`src/npic_pkg.sv`:
```
// package: register map, priority codes, vectors and carrier types of the interrupt controller
package npic_pkg;
  localparam int NUM_SRC = 14;
  localparam logic [1:0] PRIO_L0 = 2'h2;
  localparam logic [1:0] PRIO_L1 = 2'h1;
  localparam logic [1:0] PRIO_L2 = 2'h0;
  localparam logic [1:0] PRIO_L3 = 2'h3;
  localparam int FLAG_HI_POS = 5;
  localparam int FLAG_LO_POS = 3;
  localparam logic [7:0] FLAGS_RST = 8'hEA;
  localparam logic [7:0] VPRIO_RST = 8'hFF;
  localparam logic [7:0] VPRIO3_RO_MASK = 8'hF0;
  localparam logic [3:0] ADDR_FLAGS = 4'h0;
  localparam logic [3:0] ADDR_VPRIO0 = 4'h1;
  localparam logic [3:0] ADDR_VPRIO3 = 4'h4;
  localparam logic [3:0] ADDR_ENABLE_LO = 4'h5;
  localparam logic [3:0] ADDR_ENABLE_HI = 4'h6;
  localparam logic [3:0] ADDR_STATUS = 4'h7;
  localparam logic [3:0] ADDR_CMD = 4'h8;
  localparam logic [15:0] VEC_RESET = 16'hFFFE;
  localparam logic [15:0] VEC_TRAP = 16'hFFFC;
  localparam logic [15:0] VEC_SRC0 = 16'hFFFA;
  localparam logic [13:0] WAKE_MASK = 14'h01FF;
  localparam int NMI_IDX = 0;
  // command register codes
  localparam logic [2:0] CMD_ENABLE = 3'h1;
  localparam logic [2:0] CMD_DISABLE = 3'h2;
  localparam logic [2:0] CMD_WAIT = 3'h3;
  localparam logic [2:0] CMD_HALT = 3'h4;
  localparam logic [2:0] CMD_TRAP = 3'h5;
  localparam logic [2:0] CMD_RETURN = 3'h6;
  localparam logic [2:0] CMD_FLAGS_POP = 3'h7;

  typedef struct packed {
    logic        cyc;
    logic        stb;
    logic        we;
    logic [3:0]  adr;
    logic [7:0]  dat;
  } npic_wb_req_t;

  typedef struct packed {
    logic        ack;
    logic [7:0]  dat;
  } npic_wb_rsp_t;

  typedef struct packed {
    logic        take;
    logic        fixed;
    logic [3:0]  src;
    logic [15:0] vector;
  } npic_service_t;
endpackage

```
`src/npic_field.sv`:
```
// module: one two-bit vector priority field with level 0 write filter and rank
`timescale 1ns/1ps
`default_nettype none
module npic_field (
  input  wire logic       clk,
  input  wire logic       rst_n,
  input  wire logic       wr,
  input  wire logic [1:0] wdata,
  output logic      [1:0] code,
  output logic      [1:0] rank
);
  import npic_pkg::*;
  // [RULE8] level 0 code discarded
  // [RULE9] filter applies per field
  always_ff @(posedge clk or negedge rst_n) begin
    if (!rst_n) begin
      code <= VPRIO_RST[1:0];
    end else if (wr && wdata != PRIO_L0) begin
      code <= wdata;
    end
  end
  // rank: 0 lowest .. 3 highest
  always_comb begin
    case (code)
      PRIO_L0: rank = 2'h0;
      PRIO_L1: rank = 2'h1;
      PRIO_L2: rank = 2'h2;
      default: rank = 2'h3;
    endcase
  end
endmodule
`default_nettype wire

```
`src/npic_top.sv`:
```
// module: nested priority interrupt controller with wishbone registers and service port
// Behaviour
// [RULE1] priority held in flags bits 5 and 3
// [RULE2] codes 10,01,00,11 give levels 0..3
// [RULE3] flags reset to 111x1010, level 3
// [RULE4] maskable entry loads vector priority
// [RULE5] four vector priority registers reset FFh
// [RULE6] fields follow vector order, fixed none
// [RULE7] last register upper nibble reads ones
// [RULE8] level 0 field write is ignored
// [RULE9] filter applies to each field separately
// [RULE10] pin field stored but never used
// [RULE11] fixed sources set level 3
// [RULE12] fixed sources serviced at level 3
// [RULE13] raised priority re-enters pending routine
// [RULE14] enable, wait, halt load level 0
// [RULE15] disable and trap load level 3
// [RULE16] return restores popped flags
// [RULE17] instructions change level in routine
// [RULE18] software avoids level instructions in routines
// [RULE19] fixed hardware order reset to serial
// [RULE20] two byte vectors descending by two
// [RULE21] only reset..CAN wake from halt
// [RULE22] serviced if enabled and higher level
// [RULE23] highest software, then hardware priority
// [RULE24] core stacks context before vector load
`timescale 1ns/1ps
`default_nettype none
module npic_top (
  input  wire logic                   clk,
  input  wire logic                   resetn,
  input  wire npic_pkg::npic_wb_req_t wb_req,
  input  wire logic [13:0]            irq_req,
  input  wire logic                   insn_done,
  input  wire logic [7:0]             pop_flags,
  output npic_pkg::npic_wb_rsp_t      wb_rsp,
  output npic_pkg::npic_service_t     service,
  output logic                        wake,
  output logic                        halted,
  output logic [7:0]                  flags
);
  import npic_pkg::*;

  logic        rst_s1_ff;
  logic        rst_n;
  logic [13:0] irq_s1_ff;
  logic [13:0] irq_s2_ff;
  logic [7:0]  flags_ff;
  logic [13:0] enable_ff;
  logic [13:0] pend_ff;
  logic        trap_ff;
  logic        halt_ff;
  logic        reset_svc_ff;
  logic [1:0]  code   [NUM_SRC];
  logic [1:0]  rank   [NUM_SRC];
  logic [NUM_SRC-1:0] fwr;
  logic [1:0]  fdat   [NUM_SRC];
  logic        wr_hit;
  logic        rd_hit;
  logic [7:0]  rd_data;
  logic [1:0]  cur_rank;
  logic [1:0]  cur_code;
  logic [2:0]  best_rank;
  logic [3:0]  best_idx;
  logic        best_ok;
  logic [2:0]  cand_rank;
  logic [13:0] cand_mask;
  logic        cmd_wr;
  logic [2:0]  cmd;
  logic        take_fix;
  logic        take_msk;

  // reset release through two flops; nothing but the second reads the first
  always_ff @(posedge clk or negedge resetn) begin
    if (!resetn) begin
      rst_s1_ff <= 1'b0;
      rst_n     <= 1'b0;
    end else begin
      rst_s1_ff <= 1'b1;
      rst_n     <= rst_s1_ff;
    end
  end

  // request lines come from pins and other clocks
  always_ff @(posedge clk or negedge rst_n) begin
    if (!rst_n) begin
      irq_s1_ff <= '0;
      irq_s2_ff <= '0;
    end else begin
      irq_s1_ff <= irq_req;
      irq_s2_ff <= irq_s1_ff;
    end
  end

  // bus decode; one wait state per access
  assign wr_hit = wb_req.cyc && wb_req.stb && wb_req.we && !wb_rsp.ack;
  assign rd_hit = wb_req.cyc && wb_req.stb && !wb_req.we && !wb_rsp.ack;
  assign cmd_wr = wr_hit && wb_req.adr == ADDR_CMD;
  assign cmd    = wb_req.dat[2:0];

  // [RULE5] fourteen fields in four registers
  // [RULE6] field index follows vector order
  genvar gi;
  generate
    for (gi = 0; gi < NUM_SRC; gi++) begin : g_fld
      assign fwr[gi]  = wr_hit && wb_req.adr == ADDR_VPRIO0 + 4'(gi / 4);
      assign fdat[gi] = wb_req.dat[2*(gi%4) +: 2];
      npic_field u_fld (
        .clk   (clk),
        .rst_n (rst_n),
        .wr    (fwr[gi]),
        .wdata (fdat[gi]),
        .code  (code[gi]),
        .rank  (rank[gi])
      );
    end
  endgenerate

  // [RULE1] priority bits sit at 5 and 3
  assign cur_code = {flags_ff[FLAG_HI_POS], flags_ff[FLAG_LO_POS]};
  // [RULE2] level ordering from code
  always_comb begin
    case (cur_code)
      PRIO_L0: cur_rank = 2'h0;
      PRIO_L1: cur_rank = 2'h1;
      PRIO_L2: cur_rank = 2'h2;
      default: cur_rank = 2'h3;
    endcase
  end

  // [RULE22] pending, enabled and above current level
  // [RULE10] pin field excluded from the maskable set
  always_comb begin
    for (int i = 0; i < NUM_SRC; i++) begin
      cand_mask[i] = pend_ff[i] && enable_ff[i] && (i != NMI_IDX) && (rank[i] > cur_rank)
                     && (!halt_ff || WAKE_MASK[i]);
    end
  end

  // [RULE23] highest software rank, ties to lowest index
  // [RULE19] lower index means higher hardware order
  always_comb begin
    best_rank = 3'h0;
    best_idx  = 4'h0;
    best_ok   = 1'b0;
    for (int i = NUM_SRC - 1; i >= 0; i--) begin
      cand_rank = {1'b0, rank[i]} + 3'h1;
      if (cand_mask[i] && cand_rank >= best_rank) begin
        best_rank = cand_rank;
        best_idx  = 4'(i);
        best_ok   = 1'b1;
      end
    end
  end

  // [RULE12] fixed sources ignore current level
  // [RULE21] halt gates non waking sources
  assign take_fix = insn_done && (reset_svc_ff || (trap_ff && !halt_ff) || pend_ff[NMI_IDX]);
  assign take_msk = insn_done && !take_fix && best_ok;

  // synchronized request levels latch pending; service clears, set wins over clear
  always_ff @(posedge clk or negedge rst_n) begin
    if (!rst_n) begin
      pend_ff <= '0;
    end else begin
      for (int i = 0; i < NUM_SRC; i++) begin
        if (irq_s2_ff[i]) begin
          pend_ff[i] <= 1'b1;
        end else if ((take_msk && best_idx == 4'(i)) ||
                     (take_fix && !reset_svc_ff && !(trap_ff && !halt_ff) && i == NMI_IDX)) begin
          pend_ff[i] <= 1'b0;
        end
      end
    end
  end

  // trap and reset vectors
  always_ff @(posedge clk or negedge rst_n) begin
    if (!rst_n) begin
      trap_ff      <= 1'b0;
      reset_svc_ff <= 1'b1;
    end else begin
      if (take_fix) begin
        reset_svc_ff <= 1'b0;
      end
      if (cmd_wr && cmd == CMD_TRAP) begin
        trap_ff <= 1'b1;
      end else if (take_fix && !reset_svc_ff && !halt_ff) begin
        trap_ff <= 1'b0;
      end
    end
  end

  // halt state; any waking service ends it
  always_ff @(posedge clk or negedge rst_n) begin
    if (!rst_n) begin
      halt_ff <= 1'b0;
    end else if (take_fix || take_msk) begin
      halt_ff <= 1'b0;
    end else if (cmd_wr && cmd == CMD_HALT) begin
      halt_ff <= 1'b1;
    end
  end

  // [RULE3] flags reset value
  // [RULE11] fixed service forces level 3
  // [RULE4] maskable entry copies field
  // [RULE13] re-entry follows from field compare
  // [RULE14] enable, wait, halt give level 0
  // [RULE15] disable and trap give level 3
  // [RULE16] return reloads popped flags
  // [RULE17] flags pop also changes level
  always_ff @(posedge clk or negedge rst_n) begin
    if (!rst_n) begin
      flags_ff <= FLAGS_RST;
    end else if (take_fix) begin
      flags_ff[FLAG_HI_POS] <= PRIO_L3[1];
      flags_ff[FLAG_LO_POS] <= PRIO_L3[0];
    end else if (take_msk) begin
      flags_ff[FLAG_HI_POS] <= code[best_idx][1];
      flags_ff[FLAG_LO_POS] <= code[best_idx][0];
    end else if (wr_hit && wb_req.adr == ADDR_FLAGS) begin
      flags_ff <= wb_req.dat;
    end else if (cmd_wr) begin
      case (cmd)
        CMD_ENABLE, CMD_WAIT, CMD_HALT: begin
          flags_ff[FLAG_HI_POS] <= PRIO_L0[1];
          flags_ff[FLAG_LO_POS] <= PRIO_L0[0];
        end
        CMD_DISABLE, CMD_TRAP: begin
          flags_ff[FLAG_HI_POS] <= PRIO_L3[1];
          flags_ff[FLAG_LO_POS] <= PRIO_L3[0];
        end
        CMD_RETURN, CMD_FLAGS_POP: begin
          flags_ff <= pop_flags;
        end
        default: begin
          flags_ff <= flags_ff;
        end
      endcase
    end
  end

  // source enables, 14 bits over two registers
  always_ff @(posedge clk or negedge rst_n) begin
    if (!rst_n) begin
      enable_ff <= '0;
    end else if (wr_hit && wb_req.adr == ADDR_ENABLE_LO) begin
      enable_ff[7:0] <= wb_req.dat;
    end else if (wr_hit && wb_req.adr == ADDR_ENABLE_HI) begin
      enable_ff[13:8] <= wb_req.dat[5:0];
    end
  end

  // [RULE7] upper nibble of last register reads ones
  always_comb begin
    case (wb_req.adr)
      ADDR_FLAGS:     rd_data = flags_ff;
      ADDR_VPRIO0:    rd_data = {code[3], code[2], code[1], code[0]};
      4'h2:           rd_data = {code[7], code[6], code[5], code[4]};
      4'h3:           rd_data = {code[11], code[10], code[9], code[8]};
      ADDR_VPRIO3:    rd_data = VPRIO3_RO_MASK | {4'h0, code[13], code[12]};
      ADDR_ENABLE_LO: rd_data = enable_ff[7:0];
      ADDR_ENABLE_HI: rd_data = {2'h0, enable_ff[13:8]};
      ADDR_STATUS:    rd_data = pend_ff[7:0];
      default:        rd_data = 8'h00;
    endcase
  end

  // unmapped addresses still ack, reading zero
  always_ff @(posedge clk or negedge rst_n) begin
    if (!rst_n) begin
      wb_rsp <= '0;
    end else begin
      wb_rsp.ack <= wr_hit || rd_hit;
      wb_rsp.dat <= rd_hit ? rd_data : 8'h00;
    end
  end

  // [RULE20] vectors descend two bytes per source
  // [RULE24] core stacks context on take, then fetches
  always_ff @(posedge clk or negedge rst_n) begin
    if (!rst_n) begin
      service <= '0;
    end else begin
      service.take  <= take_fix || take_msk;
      service.fixed <= take_fix;
      if (take_fix) begin
        service.src    <= 4'h0;
        service.vector <= reset_svc_ff ? VEC_RESET : (trap_ff && !halt_ff) ? VEC_TRAP : VEC_SRC0;
      end else if (take_msk) begin
        service.src    <= best_idx;
        service.vector <= VEC_SRC0 - {11'h0, best_idx, 1'b0};
      end
    end
  end

  // [RULE21] wake from halt on waking sources
  always_ff @(posedge clk or negedge rst_n) begin
    if (!rst_n) begin
      wake   <= 1'b0;
      halted <= 1'b0;
      flags  <= FLAGS_RST;
    end else begin
      wake   <= halt_ff && |(pend_ff & WAKE_MASK);
      halted <= halt_ff;
      flags  <= flags_ff;
    end
  end

  a_fix_level3: assert property (@(posedge clk) disable iff (!rst_n) // [RULE11]
    take_fix |=> cur_code == PRIO_L3) else $error("fixed service did not set level 3");
  a_msk_load: assert property (@(posedge clk) disable iff (!rst_n) // [RULE4]
    take_msk |=> cur_code == $past(code[best_idx])) else $error("entry level not loaded");
  a_msk_above: assert property (@(posedge clk) disable iff (!rst_n) // [RULE22]
    take_msk |-> rank[best_idx] > cur_rank) else $error("serviced at or below level");
  a_svc_pulse: assert property (@(posedge clk) disable iff (!rst_n) // [RULE24]
    (take_fix || take_msk) |=> service.take) else $error("service not signalled");
  a_msk_vector: assert property (@(posedge clk) disable iff (!rst_n) // [RULE20]
    take_msk |=> service.vector == VEC_SRC0 - {11'h0, service.src, 1'b0}) else $error("bad vec");
  a_ro_nibble: assert property (@(posedge clk) disable iff (!rst_n) // [RULE7]
    (rd_hit && wb_req.adr == ADDR_VPRIO3) |=> wb_rsp.dat[7:4] == 4'hF) else $error("ro nibble");
  a_no_level0: assert property (@(posedge clk) disable iff (!rst_n) // [RULE8]
    code[1] != PRIO_L0) else $error("level 0 stored in field");
  a_enable_l0: assert property (@(posedge clk) disable iff (!rst_n) // [RULE14]
    (cmd_wr && cmd == CMD_ENABLE && !take_fix && !take_msk) |=> cur_code == PRIO_L0)
    else $error("enable did not load level 0");
  a_halt_wake: assert property (@(posedge clk) disable iff (!rst_n) // [RULE21]
    (halt_ff && take_msk) |-> WAKE_MASK[best_idx]) else $error("non waking source in halt");
  c_msk_take: cover property (@(posedge clk) disable iff (!rst_n) take_msk);
  c_nmi_take: cover property (@(posedge clk) disable iff (!rst_n) take_fix && pend_ff[NMI_IDX]);
  c_halt_exit: cover property (@(posedge clk) disable iff (!rst_n) halt_ff && take_msk);
endmodule
`default_nettype wire
```
`config.mk`:
```
export PLATFORM = sky130hd
export DESIGN_NAME = npic_top
export DESIGN_NICKNAME = d
export VERILOG_FILES = /design/src/npic_pkg.sv /design/src/npic_field.sv /design/src/npic_top.sv
export SDC_FILE = /design/constraint.sdc
export NUM_CORES = 1
export LEC_CHECK = 0
export BUFFER_PORTS_ARGS = -buffer_cell sky130_fd_sc_hd__buf_2
export CAP_MARGIN = 40
export CORE_ASPECT_RATIO = 0.8
export CORE_UTILIZATION = 45
export CTS_BUF_LIST = sky130_fd_sc_hd__clkbuf_4
export CTS_CLUSTER_DIAMETER = 30
export DETAILED_ROUTE_END_ITERATION = 10
export GPL_TIMING_DRIVEN = 0
export SYNTH_ARGS = -nofsm -noshare
export SYNTH_HDL_FRONTEND = slang
export SYNTH_SLANG_ARGS = --single-unit
```
`constraint.sdc`:
```
create_clock -name clk -period 4.31 [get_ports clk]
set_input_delay 0.431 -clock clk [delete_from_list [all_inputs] [get_ports clk]]
set_output_delay 0.431 -clock clk [all_outputs]
set_load 0.05 [all_outputs]
```
* Word level (Yosys, flattened, before mapping)
Cells that the tools add are included.
** Cells by class
- Muxes and demuxes :: 104
- Add/sub/neg operators :: 14
- $lt $le $gt $ge :: 27
- Eq/ne operators :: 60
- Bitwise logic cells :: 4
- Reduce and logical (&&, ||, !) cells :: 153
** Operator list (number)
- logical AND 1 bit :: 95
- one-hot mux 2 bit (3 select lines) :: 14
- one-hot mux 8 bit (8 select lines) :: 1
- 2-to-1 mux 4 bit :: 13
- 2-to-1 mux 1 bit :: 50
- 2-to-1 mux 3 bit :: 15
- 2-to-1 mux 20 bit :: 2
- adder 2 x 1 -> 3 bit, second input constant :: 13
- nonzero test 2 bit :: 19
- >= comparator 3 bit :: 12
- == test 4 x 3 -> 1 bit, second input constant :: 8
- == test 2 x 1 -> 1 bit, second input constant :: 14
- == test 2 bit, second input constant :: 14
- == test 4 bit, second input constant :: 7
- logical NOT 2 bit :: 14
- greater-than comparator 2 bit :: 13
- 2-to-1 mux 8 bit :: 3
- == test 4 x 2 -> 1 bit, second input constant :: 4
- == test 3 bit, second input constant :: 4
- OR reduction 9 bit :: 1
- binary-select mux 2 bit (select 4 bit) :: 1
- == test 4 x 1 -> 1 bit, second input constant :: 2
- logical NOT 4 bit :: 2
- inequality test 2 bit, second input constant :: 4
- other kinds (20) :: 37
** Storage, ports and cells
- Flip-flop bits (word level) :: 138

* Depth between registers and ports, before layout
- Depth after elaboration :: 49
- Depth in mapped cells :: 90
- Mapped depth without buffers :: 85

* By module
A second synthesis with hierarchy kept.
** Second synthesis, totals
- Cell total of the unflattened synthesis :: 884
- Area total of the unflattened synthesis :: 8584.5 µm²
** Modules (own cells, without submodules)
- npic_top :: area an instance 6990.5 µm², cells each 744, times used 1
- npic_field :: area an instance 113.9 µm², cells each 10, times used 14

* Worst setup path after synthesis
No wires, ideal clock.
- Kind :: flip-flop to flip-flop
- From :: register flags_ff[5]
- To :: register flags_ff[5]
- Period minus slack after synthesis :: 17.926 ns
- Stages on the path, launching flop included :: 85
- Buffers on the path :: 5
- Library setup time :: 0.081 ns
- Data arrival time :: 17.846 ns
- Required time :: 4.229 ns
- Setup slack :: -13.616 ns
- Cells stage by stage :: dfstp_2 inv_1 ha_1 inv_1 ha_1 nor2b_1 o211a_2 and2_4 ha_1 nor3b_1 o21ba_2 nor2_1 mux2_4 ha_1 or3b_1 a21oi_2 or2_2 mux2_4 [... 49 more ...] ha_1 a211oi_1 a2111oi_1 buf_2 nor3_1 a21oi_1 o31ai_1 ha_1 nand2b_1 a211oi_1 nor3_1 or3_1 clkbuf_1 nor4b_2 a222oi_1 a221oi_1 a311oi_1 a32oi_1
** On the way
- Cells in the longest elaborated chain, start to end :: 49
- Elaborated cells between the ends (all ways) :: 108
- Classes of those cells :: order compare: 25; eq/ne: 2; mux: 44; bitwise: 1; reduce/logical: 36
** Ends and longest elaborated chain
- start, declared :: line npic_top.sv:48 : logic [7:0] flags_ff;
- start signal, assigned by index :: line npic_top.sv:217 : flags_ff[FLAG_HI_POS] <= PRIO_L3[1];
- start signal, assigned by index :: line npic_top.sv:218 : flags_ff[FLAG_LO_POS] <= PRIO_L3[0];
- start signal, assigned by index :: line npic_top.sv:220 : flags_ff[FLAG_HI_POS] <= code[best_idx][1];
- == test 2 x 1 -> 1 bit (tied with other cells) :: line npic_top.sv:123 : case (cur_code)
- one-hot mux 2 bit (3 select lines) * :: line npic_top.sv:123
- greater-than comparator 2 bit :: line npic_top.sv:135 : cand_mask[i] = pend_ff[i] && enable_ff[i] && (i != NMI_IDX) && (rank[i] > cur_rank)
- logical AND 1 bit :: line npic_top.sv:135
- logical AND 1 bit :: line npic_top.sv:136 : && (!halt_ff || WAKE_MASK[i]);
- logical AND 1 bit :: line npic_top.sv:148 : if (cand_mask[i] && cand_rank >= best_rank) begin
- 2-to-1 mux 3 bit :: line npic_top.sv:148
- >= comparator 3 bit :: line npic_top.sv:148
- [... 32 more ...]
- >= comparator 3 bit :: line npic_top.sv:148
- logical AND 1 bit :: line npic_top.sv:148
- 2-to-1 mux 4 bit :: line npic_top.sv:148
- inverter 4 -> 5 bit (implied by the code) :: line npic_top.sv:220
- binary-select mux 2 bit (select 4 bit) :: line npic_top.sv:220
- 2-to-1 mux 2 bit (2 in series)
- 2-to-1 mux 1 bit :: line npic_top.sv:219 : end else if (take_msk) begin
- 2-to-1 mux 1 bit :: line npic_top.sv:216 : end else if (take_fix) begin
Every way passes the cells marked *; elsewhere a longest branch is shown, timed or not. The select of a mux whose other input is x is not followed.
A chain may end at the register's enable or synchronous reset.

* Worst setup path after layout
- From :: register g_fld[13].u_fld.code[1]
- To :: register flags_ff[5]
** On the way
- Cells in the longest elaborated chain, start to end :: 49
- Elaborated cells between the ends (all ways) :: 82
- Classes of those cells :: add/sub: 1; order compare: 14; eq/ne: 2; mux: 44; bitwise: 1; reduce/logical: 20
** Ends and longest elaborated chain
- start, declared :: line npic_field.sv:9 : output logic [1:0] code,
- start signal, assigned :: line npic_field.sv:17 : code <= VPRIO_RST[1:0];
- start signal, assigned :: line npic_field.sv:19 : code <= wdata;
- branches (longest 49 deep; another with adder 2 x 1 -> 3 bit)
Parallel ways; which one is timed is not known. The select of a mux whose other input is x is not followed.

==> summary.md <==
| Metric | Value |
|---|---|
| Status | finished, violations left |
| Failing checks | setup timing |
| Total Die Area | 18,950 sq um |
| Clock latency on the worst-skew pair | 0.58 ns |
| Mean area per synthesized cell | 9.526 sq um |
| Initial Util | 46.91% |
| H-tree depth | 4 |
| Synth top cells by count | ha_1, dfrtp_1, nand2_1, nor2_1, a21oi_1 |
| Warnings from Yosys | 0 |
| Peak VDD IR | 376.7 uV |
| TritonCTS clock tree | yes |
| Layout Nets | 1,204 |
| Startpoint types | flop |
| Initial antenna violation count | 0 |
| Worst Path Arrival | 17.46 ns |
| PwrDens | 590.0 nW/um^2 |
| GRT Overall Usage | 27.92% |
| DRT Wirelength | 26,580 microns |
| Root Driver | clkbuf_4 |
| Pre-CTS setup slack | -14.39 ns |
| Distinct cells, synth | 75 |
| Cell count after synthesis | 869 |
| Hold path start | insn_done |
| Port Buf Inserts | 75 |
| Pin count of the biggest net entering global routing | 49 |
| Drt drc | 0 |
| Die W | 153.6 microns |
| Synth-to-Final Area Change | 38.32% |
| Setup-failing EPs final | 33 |
| Maxcap violations | 0 |
| Gp weighted congestion | 0.9521 |
| Slew at the pin closest to its max-slew limit | 0.8838 ns |
| Final ANT Viol Nets | 0 |
| Drt pass-1 iters | 6 |
| Final hold vios | 0 |
| Async SR Flop Fraction | 100.0% |
| HPWL Detailed | 18,870 microns |
| RR Startpoint | g_fld[13].u_fld.code[1]$_DFFE_PN1P_ |
| Die height | 123.3 microns |
| Synth Flop Type | dfrtp_1 |
| Power Total | 6.756 mW |
| Max Root-Sink Buffers | 2 |
| Delay-heaviest family, CP | simple AND/OR/NAND/NOR gates |
| Final Cell Area | 11,450 sq um |
| Vias in the first global route | 6,952 |
| Worst path most repeated cell | ha_4 |
| Max-slew violation count | 0 |
| Synth top area share | 26.90% |
| Site Rows | 43 |
| Final worst slack | -12.67 ns |
| CTS sink cnt | 128 |
| Global-route wire length before repair | 39,290 microns |
| Fmax | 58.89 MHz |
| Top cells by area, synth | dfrtp_1, ha_1, dfstp_2, nand2_1, nor2_1 |
| CTS buffer count | 17 |
| Unrepaired setup endpoints after global routing | true |
| Count leader, synth | ha_1 |
| Crit end category | flop |
| Mapped Area | 8278 sq um |
| Kind of critical path | flop to flop |
| Critical path origin | g_fld[13].u_fld.code[1]$_DFFE_PN1P_ |
| Min Tclk post-route | 16.98 ns |
| Tcrit/Tclk final | 394.0% |
| Number of DRC markers in iteration 0 | 570 |
| Core Box Area | 17,650 sq um |
| Via count | 7,570 |
| Buf/Inv on CP | 9 |
| Rel. slew slack | 40.96% |
| Sequential element share of the synthesized area | 39.28% |
| Ports | 81 |
| Share of layout cells above drive strength 1 | 42.30% |
| Area after DPL | 9449 sq um |
| Crit Path Max Fanout | 6 |
| Post-synth EDFFs | 0 |
| Via density | 5.779 |
| CP max-delay cell | dfstp_2 |
| Ant diodes | 0 |
| GRT overflow | 0 |
| LEAKAGE | 5.113 nW |
| Dominant cell type by area after synthesis | dfrtp_1 |
| Critical Path Max Stage Delay | 0.62 ns |
| CP required | 4.79 ns |
| Min-Delay Path Class | input pin to flop |
| Wire per inst | 20.29 microns |
| CTS clock-pin slew for the worst setup and hold paths | 0.13 ns |
| Mapped Nets | 1,001 |
| Register bit total from synthesis | 128 |
| Clk_skew | 0.02825 ns |
-- cells in the final DEF (no fill, tap or decap), types with 21 or more instances in the layout --
| cell type | netlist | routed |
|---|---|---|
| buf_4 | 10 | 83 |
| dfstp_2 | 39 | 39 |
| nand2_1 | 86 | 71 |
| dfrtp_1 | 89 | 88 |
| inv_1 | 45 | 41 |
| a21oi_1 | 52 | 47 |
| buf_2 | 5 | 78 |
| mux2i_1 | 22 | 21 |
| o21ai_0 | 50 | 29 |
| nor2_1 | 73 | 64 |
| ha_1 | 92 | 69 |
-- flip-flops by register name, indices dropped and copies added (netlist names), 8 cells and up --
name,flops
irq_s2_ff,14
pend_ff,14
flags,8
service,12
irq_s1_ff,14
enable_ff,14
g_fld.u_fld.code,28
wb_rsp,9
flags_ff,8
-- power by group --
group | internal [mW] | total (mW) | switching, mW
Clock | 0.371 | 0.904 | 0.533
Combinational | 1.98 | 4.35 | 2.37
Sequential | 1.36 | 1.50 | 0.139
-- cell type report --
type | count | area, sq um
Tap cell | 225 | 281.5
Buffer | 32 | 220.2
Sequential cell | 128 | 3256
Clock buffer | 18 | 135.1
Multi-Input combinational cell | 660 | 5833
Clock inverter | 14 | 168.9
Fill cell | 1426 | 6197
Timing Repair Buffer | 187 | 1374
Inverter | 46 | 181.4
-- metrics by stage --
stage               hold WS, ns  setup TNS (ns)  cells  utilization (%)
CTS                     0.02705         -410.31   1279            60.59
finish                  0.07782         -409.72   1310            64.88
global route            0.05588         -431.09   1310            64.88
detailed placement       0.2199         -467.25   1174            53.55
floorplan                0.1354         -384.52    869                -
global placement         0.2185         -532.62   1169            53.13
-- per-layer routing --
metal / GRT usage (%) / part of all wire, %
met1: 38.65 / 45
met2: 42.59 / 44
met3: 7.396 / 7.8
met4: 9.063 / 3.1
met5: 0 / 0
-- cells by family after synthesis --
family | count (synthesis) | synth area share [%]
simple gates | 294 | 17.49
xor+xnor | 14 | 1.481
other cells | 2 | 0.09072
compound gates | 211 | 16.81
flops | 128 | 39.28
fa+ha+maj | 92 | 13.91
buf+inv | 81 | 4.292
mux | 47 | 6.650
-- worst reg2reg max path, delay by kind of cell (launching register included) --
family	cells	cell delay, ns
buf+inv	9	1.15
compound gates	27	5.00
simple gates	28	5.13
mux	5	1.52
fa+ha+maj	14	3.52
flops	1	0.62
-- path summary, 6_finish.rpt --
path | endpoint | slack (ns) | cells past startpoint
max in group asynchronous | g_fld[0].u_fld.code[1]$_DFFE_PN1P_ | 3.30 | 1
min | reset_svc_ff$_DFFE_PN1P_ | 0.08 | 2
max reg2reg | flags_ff[5]$_DFFE_PN1P_ | -12.67 | 83
min in group asynchronous | rst_n$_DFF_PN0_ | 0.15 | 2
min reg2reg | enable_ff[10]$_DFFE_PN0P_ | 0.32 | 0
max | flags_ff[5]$_DFFE_PN1P_ | -12.67 | 83
-- repair_timing --
action,in CTS,in global routing
cloned,1,1
gates resized for setup,78,105
pin swaps,68,82
hold endpoints to repair,16,0
buffers inserted,58,31
endpoints found under the setup margin,33,33
hold buffers,15,0
No activity file was read; power rests on OpenSTA's default activity.
